==> config.mk <==
export PLATFORM = sky130hd
export DESIGN_NAME = general_and_fp_fault_syndrome
export DESIGN_NICKNAME = d
export VERILOG_FILES = /design/src/rtl/fault_pkg.sv /design/src/rtl/general_and_fp_fault_syndrome.sv
export VERILOG_INCLUDE_DIRS = /design/src /design/src/rtl
export SDC_FILE = /design/constraint.sdc
export NUM_CORES = 1
export LEC_CHECK = 0
export BUFFER_PORTS_ARGS = -buffer_cell sky130_fd_sc_hd__buf_2
export CAP_MARGIN = 20
export CORE_AREA = 2 2 146 148
export DETAILED_ROUTE_END_ITERATION = 7
export DIE_AREA = 0 0 148 150
export SYNTH_ARGS = -nofsm -noshare
export SYNTH_HDL_FRONTEND = slang
export SYNTH_SLANG_ARGS = --single-unit
==> constraint.sdc <==
create_clock -name clock -period 3.7 [get_ports clock]
set_input_delay 0.37 -clock clock [delete_from_list [all_inputs] [get_ports clock]]
set_output_delay 0.37 -clock clock [all_outputs]
set_load 0.1 [all_outputs]
==> src/rtl/fault_consts.svh <==
// Constants of the general and disabled floating-point fault syndrome block
// Assumes inclusion by the design module only
//
// Overview of operation
// - General faults go to vector 0x5400
// - Illegal operation codes 0; never legacy
// - Privileged operation 1, register 2; never legacy
// - Reserved/unimplemented code 3; stack flag marks source
// - Disabled transition codes 4; saved set bit
// - Dependency violation codes 8; never legacy
// - Non-access kind goes to code 3:0 for privileged, reserved and native transition faults
// - Legacy general faults zero all side flags except the read and write bits
// - Return to reserved template keeps restart slot
// - Long-immediate bundle at slot 2 faults
// - Same predicate twice faults, some ignore qualifier
// - Stack pointer access with mode non-zero faults
// - Stack reload with frame or overflow faults
// - Predicated legacy branch, or one with store pointer differing from backing store pointer, faults
// - Promotion below current privilege faults
// - Collection on: interruption access, inserts fault
// - Illegal/dependency syndrome holds code, slot, nested
// - Disabled register bank goes to 0x5500
// - Low bank disabled faults every legacy FP
// - High bank disabled faults first legacy instruction
// - Legacy high and low together report high
// - Code bit 0 low, bit 1 high bank
`ifndef FAULT_CONSTS_SVH
`define FAULT_CONSTS_SVH

// ----------------------------------------------------------------------
// Vectors and cause codes
// ----------------------------------------------------------------------
`define VEC_GENERAL       16'h5400
`define VEC_FP_DISABLED   16'h5500
`define CODE_ILLEGAL_OP   4'h0
`define CODE_PRIV_OP      4'h1
`define CODE_PRIV_REG     4'h2
`define CODE_RESERVED     4'h3
`define CODE_TRANSITION   4'h4
`define CODE_DEPENDENCY   4'h8
`define SLOT_LONG_IMM     2'h2

// ----------------------------------------------------------------------
// Syndrome field positions
// ----------------------------------------------------------------------
`define SYN_CODE_HI       7
`define SYN_CODE_MID      4
`define SYN_CODE_LO       0
`define SYN_FP_LOW        0
`define SYN_FP_HIGH       1
`define SYN_W             33
`define SYN_R             34
`define SYN_NA            35
`define SYN_SP            36
`define SYN_RS            37
`define SYN_IR            38
`define SYN_NI            39
`define SYN_EI            41
`define SYN_ED            43

// ----------------------------------------------------------------------
// Register offsets and reset values
// ----------------------------------------------------------------------
`define OFS_SYN_LO        12'h000
`define OFS_SYN_HI        12'h004
`define OFS_STATUS        12'h008
`define OFS_CONTROL       12'h00c
`define RST_CONTROL       32'h0000_0001
`define RST_SYNDROME      64'h0000_0000_0000_0000

`endif

==> src/rtl/fault_pkg.sv <==
// Types of the fault syndrome block
// Assumes the pipeline reports at most one instruction per cycle
package fault_pkg;

	// ------------------------------------------------------------------
	// Fault report from the pipeline
	// ------------------------------------------------------------------
	typedef struct packed {
		logic       valid;
		logic       legacy;
		logic [1:0] slot;
		logic [1:0] restart_slot;
		logic       nested;
		logic       probe_kind;
		logic       deferral;
		logic       incomplete;
		logic       rd;
		logic       wr;
		logic       nonaccess;
		logic [3:0] nonaccess_kind;
		logic       misc_illegal;
		logic       rfi_reserved_tmpl;
		logic       long_imm_tmpl;
		logic       dual_pred_same;
		logic       pred_uncond_class;
		logic       qual_pred;
		logic       stack_ptr_access;
		logic       stack_reload;
		logic       reload_count_nz;
		logic       reload_overflow;
		logic       branch_to_legacy;
		logic       branch_predicated;
		logic       priv_promotion;
		logic       intr_reg_access;
		logic       tlb_insert;
		logic       priv_op;
		logic       priv_reg;
		logic       reserved_field;
		logic       unimpl_addr;
		logic       unimpl_by_stack;
		logic       transition;
		logic       dependency;
		logic       fp_insn;
		logic       fp_low_ref;
		logic       fp_high_ref;
		logic       first_after_entry;
	} fault_report_s;

	// ------------------------------------------------------------------
	// Processor status seen by the checks
	// ------------------------------------------------------------------
	typedef struct packed {
		logic       transition_disable_bit;
		logic       low_bank_disable_bit;
		logic       high_bank_disable_bit;
		logic       interruption_collection_bit;
		logic [1:0] current_privilege_level;
		logic [1:0] previous_privilege_level;
		logic [1:0] stack_engine_config_mode;
		logic [6:0] current_frame_size;
	} core_status_s;

endpackage

==> src/rtl/general_and_fp_fault_syndrome.sv <==
// Fault classification, precedence and syndrome capture for the general
// exception and disabled floating-point register vectors
// Assumes the pipeline drives report and status synchronously to clock
//
// Decided for this implementation: the address map and the AHB-Lite slave port.
`timescale 1ns/1ps
`default_nettype none
`include "fault_consts.svh"

module general_and_fp_fault_syndrome
	import fault_pkg::*;
#(
	parameter int PTR_W = 64
)
(
	input  wire logic                clock,
	input  wire logic                rst,
	input  wire logic                ce,
	input  wire fault_report_s       report,
	input  wire core_status_s        status,
	input  wire logic [PTR_W-1:0]    backing_store_store_pointer,
	input  wire logic [PTR_W-1:0]    backing_store_pointer,
	output logic                     fault_taken,
	output logic [15:0]              vector_offset,
	output logic [63:0]              fault_syndrome_reg,
	output logic [1:0]               saved_restart_slot,
	output logic                     saved_instruction_set_bit,
	input  wire logic                hsel,
	input  wire logic [31:0]         haddr,
	input  wire logic [1:0]          htrans,
	input  wire logic                hwrite,
	input  wire logic [2:0]          hsize,
	input  wire logic                hready,
	input  wire logic [31:0]         hwdata,
	output logic                     hreadyout,
	output logic                     hresp,
	output logic [31:0]              hrdata
);

	// ------------------------------------------------------------------
	// Syndrome assembly
	// ------------------------------------------------------------------
	function automatic logic [63:0] build_syn(
		input logic [3:0] c74,
		input logic [3:0] c30,
		input logic [1:0] ei,
		input logic       ni,
		input logic       na,
		input logic       sp,
		input logic       rs,
		input logic       ir,
		input logic       r,
		input logic       w
	);
		logic [63:0] s;
		s = 64'h0;
		s[`SYN_CODE_HI:`SYN_CODE_MID] = c74;
		s[`SYN_CODE_MID-1:`SYN_CODE_LO] = c30;
		s[`SYN_EI+1:`SYN_EI] = ei;
		s[`SYN_NI] = ni;
		s[`SYN_NA] = na;
		s[`SYN_SP] = sp;
		s[`SYN_RS] = rs;
		s[`SYN_IR] = ir;
		s[`SYN_R] = r;
		s[`SYN_W] = w;
		return s;
	endfunction

	// ------------------------------------------------------------------
	// Fault detection
	// ------------------------------------------------------------------
	logic        native;
	logic        tmpl_fault;
	logic        dual_fault;
	logic        stack_fault;
	logic        reload_fault;
	logic        branch_fault;
	logic        promo_fault;
	logic        collect_fault;
	logic        illegal_op;
	logic        priv_op;
	logic        priv_reg;
	logic        reserved;
	logic        transition;
	logic        dependency;
	logic        fp_low;
	logic        fp_high;
	logic        any_fault;
	logic        take;
	logic        capture_en;

	assign native = !report.legacy;
	assign tmpl_fault = report.rfi_reserved_tmpl
		|| (report.long_imm_tmpl && report.restart_slot == `SLOT_LONG_IMM);
	assign dual_fault = report.dual_pred_same
		&& (report.qual_pred || report.pred_uncond_class);
	assign stack_fault = (report.stack_ptr_access || report.stack_reload)
		&& status.stack_engine_config_mode != 2'h0;
	assign reload_fault = report.stack_reload && (report.reload_overflow
		|| (status.current_frame_size != 7'h0 && report.reload_count_nz));
	assign branch_fault = report.branch_to_legacy && (report.branch_predicated
		|| backing_store_store_pointer != backing_store_pointer);
	assign promo_fault = report.priv_promotion
		&& status.previous_privilege_level < status.current_privilege_level;
	assign collect_fault = status.interruption_collection_bit
		&& (report.intr_reg_access || report.tlb_insert);
	assign illegal_op = native && (report.misc_illegal || tmpl_fault || dual_fault
		|| stack_fault || reload_fault || branch_fault || promo_fault
		|| collect_fault);
	assign priv_op = native && report.priv_op;
	assign priv_reg = native && report.priv_reg;
	assign reserved = native && (report.reserved_field || report.unimpl_addr);
	assign transition = report.transition && status.transition_disable_bit;
	assign dependency = native && report.dependency;
	assign fp_low = status.low_bank_disable_bit
		&& (report.legacy ? report.fp_insn : report.fp_low_ref);
	assign fp_high = status.high_bank_disable_bit
		&& (report.legacy ? report.first_after_entry : report.fp_high_ref);
	assign any_fault = illegal_op || priv_op || priv_reg || reserved || transition
		|| dependency || fp_low || fp_high;
	assign take = ce && report.valid && capture_en && any_fault;

	// ------------------------------------------------------------------
	// Precedence and syndrome selection
	// ------------------------------------------------------------------
	logic [63:0] syn_d;
	logic [15:0] vec_d;
	logic [1:0]  ri_d;
	logic [3:0]  c30;
	logic [1:0]  ei;
	logic        ni;

	always_comb
	begin
		c30 = report.nonaccess ? report.nonaccess_kind : 4'h0;
		ei = native ? report.slot : 2'h0;
		ni = native && report.nested;
		ri_d = report.slot;
		vec_d = `VEC_GENERAL;
		syn_d = `RST_SYNDROME;
		if (illegal_op)
		begin
			if (tmpl_fault)
			begin
				ri_d = report.restart_slot;
				ei = report.restart_slot;
			end
			syn_d = build_syn(`CODE_ILLEGAL_OP, 4'h0, ei, ni, 1'b0, 1'b0, 1'b0, 1'b0,
				1'b0, 1'b0);
		end
		else if (priv_op || priv_reg || reserved)
		begin
			syn_d = build_syn(priv_op ? `CODE_PRIV_OP : priv_reg ? `CODE_PRIV_REG
				: `CODE_RESERVED, c30, ei, ni, report.probe_kind, 1'b0,
				report.unimpl_addr && report.unimpl_by_stack, report.incomplete,
				report.rd, report.wr);
		end
		else if (transition)
		begin
			syn_d = build_syn(`CODE_TRANSITION, native ? c30 : 4'h0, ei, ni,
				native && report.probe_kind, 1'b0, 1'b0, native && report.incomplete,
				report.rd, report.wr);
		end
		else if (dependency)
		begin
			syn_d = build_syn(`CODE_DEPENDENCY, 4'h0, ei, ni, 1'b0, 1'b0, 1'b0, 1'b0,
				1'b0, 1'b0);
		end
		else
		begin
			vec_d = `VEC_FP_DISABLED;
			syn_d = build_syn(4'h0, 4'h0, ei, ni, 1'b0,
				native && report.deferral, 1'b0, 1'b0, native && report.rd,
				native && report.wr);
			syn_d[`SYN_FP_HIGH] = fp_high;
			syn_d[`SYN_FP_LOW] = fp_low && !(report.legacy && fp_high);
		end
	end

	// ------------------------------------------------------------------
	// Interruption state
	// ------------------------------------------------------------------
	logic        taken_q;
	logic [15:0] vec_q;
	logic [63:0] syn_q;
	logic [1:0]  ri_q;
	logic        is_q;

	always_ff @(posedge clock or posedge rst)
	begin
		if (rst)
			taken_q <= 1'b0;
		else if (ce)
			taken_q <= take;
	end

	always_ff @(posedge clock or posedge rst)
	begin
		if (rst)
		begin
			vec_q <= 16'h0;
			syn_q <= `RST_SYNDROME;
			ri_q  <= 2'h0;
			is_q  <= 1'b0;
		end
		else if (take)
		begin
			vec_q <= vec_d;
			syn_q <= syn_d;
			ri_q  <= ri_d;
			is_q  <= report.legacy;
		end
	end

	assign fault_taken = taken_q;
	assign vector_offset = vec_q;
	assign fault_syndrome_reg = syn_q;
	assign saved_restart_slot = ri_q;
	assign saved_instruction_set_bit = is_q;

	// ------------------------------------------------------------------
	// Register bus slave
	// ------------------------------------------------------------------
	logic [31:0] control_q;
	logic [31:0] rdata_q;
	logic        wr_pend_q;
	logic [11:0] wr_addr_q;
	logic        addr_ok;
	logic [31:0] rd_mux;

	assign capture_en = control_q[0];
	assign addr_ok = hsel && hready && htrans[1];

	always_comb
	begin
		unique case (haddr[11:0])
			`OFS_SYN_LO:  rd_mux = syn_q[31:0];
			`OFS_SYN_HI:  rd_mux = syn_q[63:32];
			`OFS_STATUS:  rd_mux = {13'h0, is_q, ri_q, vec_q};
			`OFS_CONTROL: rd_mux = control_q;
			default:      rd_mux = 32'h0;
		endcase
	end

	always_ff @(posedge clock or posedge rst)
	begin
		if (rst)
		begin
			wr_pend_q <= 1'b0;
			wr_addr_q <= 12'h0;
			rdata_q   <= 32'h0;
		end
		else if (ce)
		begin
			wr_pend_q <= addr_ok && hwrite;
			wr_addr_q <= haddr[11:0];
			if (addr_ok && !hwrite)
				rdata_q <= rd_mux;
		end
	end

	always_ff @(posedge clock or posedge rst)
	begin
		if (rst)
			control_q <= `RST_CONTROL;
		else if (ce && wr_pend_q && wr_addr_q == `OFS_CONTROL)
			control_q <= {31'h0, hwdata[0]};
	end

	assign hreadyout = 1'b1;
	assign hresp = 1'b0;
	assign hrdata = rdata_q;

	// ------------------------------------------------------------------
	// Checks
	// ------------------------------------------------------------------
	general_vector_a: assert property (@(posedge clock) disable iff (rst)
		(take && (illegal_op || priv_op || dependency)) |=> vector_offset == `VEC_GENERAL)
		else $error("general fault not on general vector");

	illegal_code_a: assert property (@(posedge clock) disable iff (rst)
		(take && illegal_op) |=> (fault_taken && fault_syndrome_reg[38:0] == 39'h0
		&& fault_syndrome_reg[63:43] == 21'h0 && !fault_syndrome_reg[40]))
		else $error("illegal operation syndrome carries extra fields");

	legacy_never_a: assert property (@(posedge clock) disable iff (rst)
		(take && report.legacy) |=> (vector_offset == `VEC_FP_DISABLED
		|| fault_syndrome_reg[7:4] == `CODE_TRANSITION))
		else $error("legacy instruction raised native-only fault");

	legacy_flags_a: assert property (@(posedge clock) disable iff (rst)
		(take && report.legacy && vec_d == `VEC_GENERAL)
		|=> fault_syndrome_reg[43:35] == 9'h0)
		else $error("legacy general fault left flags set");

	long_slot_a: assert property (@(posedge clock) disable iff (rst)
		(take && illegal_op && report.long_imm_tmpl && report.restart_slot == 2'h2)
		|=> (saved_restart_slot == 2'h2 && fault_syndrome_reg[42:41] == 2'h2))
		else $error("long-immediate slot not recorded as 2");

	fp_precedence_a: assert property (@(posedge clock) disable iff (rst)
		(take && report.legacy && fp_high && vec_d == `VEC_FP_DISABLED)
		|=> fault_syndrome_reg[1:0] == 2'h2)
		else $error("low-bank fault reported beside high-bank fault");

	transition_code_a: assert property (@(posedge clock) disable iff (rst)
		(take && transition && !illegal_op && !priv_op && !priv_reg && !reserved)
		|=> (fault_syndrome_reg[7:4] == 4'h4 && saved_instruction_set_bit
		== $past(report.legacy)))
		else $error("transition fault code or set bit wrong");

	fp_vector_a: assert property (@(posedge clock) disable iff (rst)
		(take && !illegal_op && !priv_op && !priv_reg && !reserved && !transition
		&& !dependency) |=> vector_offset == `VEC_FP_DISABLED)
		else $error("disabled bank fault on wrong vector");

	hold_state_a: assert property (@(posedge clock) disable iff (rst)
		!take |=> $stable(fault_syndrome_reg))
		else $error("syndrome changed without a fault");

	priv_op_code_a: assert property (@(posedge clock) disable iff (rst)
		(take && priv_op && !illegal_op)
		|=> fault_syndrome_reg[7:4] == `CODE_PRIV_OP)
		else $error("privileged operation code wrong");

	priv_reg_code_a: assert property (@(posedge clock) disable iff (rst)
		(take && priv_reg && !illegal_op && !priv_op)
		|=> fault_syndrome_reg[7:4] == `CODE_PRIV_REG)
		else $error("privileged register code wrong");

	reserved_code_a: assert property (@(posedge clock) disable iff (rst)
		(take && reserved && !illegal_op && !priv_op && !priv_reg)
		|=> fault_syndrome_reg[7:4] == `CODE_RESERVED)
		else $error("reserved fault code wrong");

	stack_source_a: assert property (@(posedge clock) disable iff (rst)
		(take && reserved && report.unimpl_addr && !illegal_op && !priv_op
		&& !priv_reg)
		|=> fault_syndrome_reg[`SYN_RS] == $past(report.unimpl_by_stack))
		else $error("stack flag does not mark the source");

	dependency_code_a: assert property (@(posedge clock) disable iff (rst)
		(take && dependency && !illegal_op && !priv_op && !priv_reg && !reserved
		&& !transition) |=> fault_syndrome_reg[7:0] == {`CODE_DEPENDENCY, 4'h0})
		else $error("dependency fault code wrong");

	nonaccess_kind_a: assert property (@(posedge clock) disable iff (rst)
		(take && !illegal_op && (priv_op || priv_reg || reserved) && report.nonaccess)
		|=> fault_syndrome_reg[3:0] == $past(report.nonaccess_kind))
		else $error("non-access kind not recorded");

	reserved_tmpl_a: assert property (@(posedge clock) disable iff (rst)
		(take && illegal_op && report.rfi_reserved_tmpl)
		|=> (saved_restart_slot == $past(report.restart_slot)
		&& fault_syndrome_reg[42:41] == saved_restart_slot))
		else $error("reserved template slot not kept");

	taken_pulse_a: assert property (@(posedge clock) disable iff (rst)
		(ce && !take) |=> !fault_taken)
		else $error("fault taken without a fault");

	low_bank_a: assert property (@(posedge clock) disable iff (rst)
		(take && report.legacy && fp_low && !fp_high && !transition)
		|=> (vector_offset == `VEC_FP_DISABLED && fault_syndrome_reg[1:0] == 2'h1))
		else $error("low-bank fault not reported");

	high_bank_a: assert property (@(posedge clock) disable iff (rst)
		(take && report.legacy && fp_high && !transition)
		|=> (vector_offset == `VEC_FP_DISABLED && fault_syndrome_reg[`SYN_FP_HIGH]))
		else $error("high-bank fault not reported");

	legacy_fp_zero_a: assert property (@(posedge clock) disable iff (rst)
		(take && report.legacy && vec_d == `VEC_FP_DISABLED)
		|=> fault_syndrome_reg[63:2] == 62'h0)
		else $error("legacy bank fault left flags set");

endmodule
`default_nettype wire

==> impl_metrics.ini <==
[finish]
finish.cell_count_without_fillers = 935
finish.net_count = 922
max_ffs_per_register = 17
fillerInstances = 2298
drive_above_1_share_pct = 44.3
layout.core_utilization_pct = 26.1
layout-area-overhead-vs-synth_pct = 35.0
register_area_mm2 = 0.00130
combined_area_of_the_multi_input_logic_cells_mm2 = 0.00223

[routing]
ant_nets = 0
dr_wl_met3_um = 864
detail_route.wirelength.met1_um = 4970
route.met2.wl_um = 6300
detail_route.drc_violations = 0
first_iter_violations = 72
drt-pass1-iter-count = 4
totalWireLength_um = 12400
wirelength_per_cell_um = 13.2
highest-signal-layer = met4
routed_via_density = 3.91
detailroute.via_count = 3660

[run_status]
run_status = finished clean

[clock_tree]
clkSinkCount = 52
worstSkewPairLatency_ps = 290
tritoncts = built
path_clk_slew_ps = 70
clock_tree.root_cell = sky130_fd_sc_hd__clkbuf_16
cts.repair.resized = 0
cts-htree-levels = 2
cts_max_path_buffers = 2
cts_setup_buffers = 0
postCtsHoldBufs = 0
tritoncts.num_buffers = 5

[synthesis]
largest_cells_by_area_after_synthesis = sky130_fd_sc_hd__dfrtp_1 (32%), sky130_fd_sc_hd__buf_4 (15%), sky130_fd_sc_hd__xor2_1 (6.4%)
synth-main-ff-cell = sky130_fd_sc_hd__dfrtp_1
synth_seq_area_share_pct = 32.6
synthDistinctLibCells = 53
synthesis.yosys.warnings = 0
synth_top_area_cell = sky130_fd_sc_hd__dfrtp_1
syn_inst = 414
asyncSetResetFlopFracSynth_pct = 100
netlist_area_mm2 = 0.00399
synthDominantCellAreaShare_pct = 32.0
synth_edf_count = 0
synth_seq_cells = 52
synth_area_per_cell_um2 = 9.65

[power_and_ir_drop]
power_leakage_uw = 0.00287
vdd.ir_drop.worst_v = 0.000155
powerDensity_mw_per_mm2 = 311

[min_path]
hold_path.class = input port to asynchronous set/reset pin

[floorplan]
initial_utilization_pct = 19.3
fp.coreArea_mm2 = 0.0207
fp.dieH_um = 150
row_count = 53
dieWidth_um = 148
ios = 381
floorplan.die_area_mm2 = 0.0222

[sta]
finalSetupTns_ps = 0
setup_viol_count_final = 0
skew_ps = 7.07
holdWs_ps = 177
unrepaired_setup_endpoints_after_global_routing = no
achievable-frequency_mhz = 360
timing_hold_violations_final = 0
final_critical_delay_including_setup_and_external_delays_ps = 2780
tightest_slew_ps = 979
max-slew-margin-rel_pct = 34.6
final_min_period_over_clock_period_pct = 75.1
max_slew_vio_count = 0

[critical_path]
critPathSlowestCell = sky130_fd_sc_hd__or4_1
worst_r2r_endpoint = fault_syndrome_reg[5]$_DFFE_PP0P_
path_max_fanout = 22
cp_top_family = simple AND/OR/NAND/NOR gates
timing_worst_setup_path_type = input port to flop
critical_path.startpoint_type = input port
worstPathCellList = buf_2, or4_1, o221a_1, nor4b_4, nor2b_1, nand4_1, a21boi_2, a21oi_4, mux2_1
cell_depth_of_the_worst_flop_to_flop_path = 3
timing.critical_path.from = status[2]
critical_path.max_stage_delay_ps = 510
arrival_ps = 2950
worstSetupPathDepth = 9
rrSetupSlack_ps = 1650
critical_path.n_buffers_inverters = 1
critPathRequiredTime_ps = 3870
timing.rr.start = control_q[0]$_DFFE_PP1P_
endpoint_kind = flop

[global_route]
maximum_number_of_pins_on_one_net_before_global_route_repair = 34
global_route.usage.total_pct = 10.3
global_route_overflow = 0
global_route_wire_length_before_repair_um = 18000
first_global_vias = 3496
number_of_antenna_violations_at_the_first_check_in_global_routing = 1

[placed_design]
placedCellCount = 926
portBuffers = 248
detailed_place_hpwl_um = 10700
routabilityCongestion = 0.765

[job]
timing.max_cap.violations = 0
-- cell usage after synthesis (4+ instances only) --
library cell / instances
sky130_fd_sc_hd__a2111oi_0: 5
sky130_fd_sc_hd__a21oi_1: 6
sky130_fd_sc_hd__a22o_1: 9
sky130_fd_sc_hd__and3_1: 5
sky130_fd_sc_hd__buf_4: 80
sky130_fd_sc_hd__clkbuf_1: 6
sky130_fd_sc_hd__dfrtp_1: 51
sky130_fd_sc_hd__inv_1: 24
sky130_fd_sc_hd__mux2_1: 4
sky130_fd_sc_hd__mux2_2: 15
sky130_fd_sc_hd__mux2_4: 11
sky130_fd_sc_hd__mux2i_1: 14
sky130_fd_sc_hd__nand2_1: 21
sky130_fd_sc_hd__nand2b_1: 4
sky130_fd_sc_hd__nand4_1: 8
sky130_fd_sc_hd__nor2_1: 7
sky130_fd_sc_hd__nor2b_1: 17
sky130_fd_sc_hd__nor4_1: 14
sky130_fd_sc_hd__o21ai_0: 5
sky130_fd_sc_hd__o21ai_1: 7
sky130_fd_sc_hd__o22ai_1: 7
sky130_fd_sc_hd__or4_1: 4
sky130_fd_sc_hd__xnor2_1: 16
sky130_fd_sc_hd__xor2_1: 29
-- metal layers --
layer,track usage (%),up-vias
met5,0,-
met4,3.29,0
met3,1.52,18
met2,19.0,181
met1,12.3,1690
li1,-,1771
-- stage by stage --
step / setup WS [ps] / cell area (µm²) / power, µW
finish: 921 / 5390 / 1680
global route: 735 / 5390 / 1750
CTS: 854 / 5390 / 1690
detailed placement: 561 / 5240 / 1220
global placement: 580 / 5240 / 1210
floorplan: 1170 / 4280 / 1120
-- placed cells by master (no fill, tap or decap), types with 4 or more instances in the layout --
| cell type | instances |
|---|---|
| sky130_fd_sc_hd__mux2_4 | 11 |
| sky130_fd_sc_hd__buf_2 | 248 |
| sky130_fd_sc_hd__dfrtp_1 | 51 |
| sky130_fd_sc_hd__xnor2_1 | 16 |
| sky130_fd_sc_hd__nand4_1 | 8 |
| sky130_fd_sc_hd__and3_1 | 5 |
| sky130_fd_sc_hd__a2111oi_0 | 5 |
| sky130_fd_sc_hd__a21oi_1 | 6 |
| sky130_fd_sc_hd__o21ai_1 | 7 |
| sky130_fd_sc_hd__o21ai_0 | 5 |
| sky130_fd_sc_hd__mux2_1 | 4 |
| sky130_fd_sc_hd__nor2_1 | 7 |
| sky130_fd_sc_hd__inv_1 | 23 |
| sky130_fd_sc_hd__or4_1 | 4 |
| sky130_fd_sc_hd__nand2_1 | 21 |
| sky130_fd_sc_hd__o22ai_1 | 7 |
| sky130_fd_sc_hd__nand2b_1 | 4 |
| sky130_fd_sc_hd__mux2_2 | 15 |
| sky130_fd_sc_hd__nor4_1 | 14 |
| sky130_fd_sc_hd__conb_1 | 77 |
| sky130_fd_sc_hd__xor2_1 | 29 |
| sky130_fd_sc_hd__a22o_1 | 9 |
| sky130_fd_sc_hd__clkbuf_16 | 5 |
| sky130_fd_sc_hd__nor2b_1 | 17 |
| sky130_fd_sc_hd__mux2i_1 | 14 |
-- kinds of logic after synthesis --
| kind of cell | share of synthesized area (%) |
|---|---|
| AOI/OAI and AO/OA | 10.2 |
| xor gates and xnor gates | 9.87 |
| adders and majority gates | 0.313 |
| buffers and inverters | 18.8 |
| DFF | 32.6 |
| muxes | 13.0 |
| other | 0.188 |
| and+or+nand+nor | 15.0 |
-- area by class of cell --
cell class | instances | area share [%]
multi-input cells | 321 | 41.4
inverters | 28 | 1.95
repair buffers | 250 | 23.3
well taps | 275 | 6.38
diodes | 1 | 0.0464
flip-flops and latches | 52 | 24.2
clock inverters | 1 | 0.139
clock buffers | 7 | 2.65
-- how the worst max path moves through the flow --
stage,to,slack [ps]
after floorplan,fault_syndrome_reg[4]$_DFFE_PP0P_,1170
after global placement,fault_syndrome_reg[4]$_DFFE_PP0P_,580
after detailed placement,fault_syndrome_reg[5]$_DFFE_PP0P_,560
after CTS,fault_syndrome_reg[5]$_DFFE_PP0P_,850
after global routing,fault_syndrome_reg[5]$_DFFE_PP0P_,740
final,fault_syndrome_reg[5]$_DFFE_PP0P_,920
-- power by group --
| part | leakage, µW | internal [µW] | switching, µW |
|---|---|---|---|
| registers | 0.000669 | 582 | 6.66 |
| logic | 0.00213 | 148 | 467 |
| clock network | 0.0000701 | 270 | 203 |
| total | 0.00287 | 1000 | 676 |
Note: power is estimated with default switching activity, not from simulation.
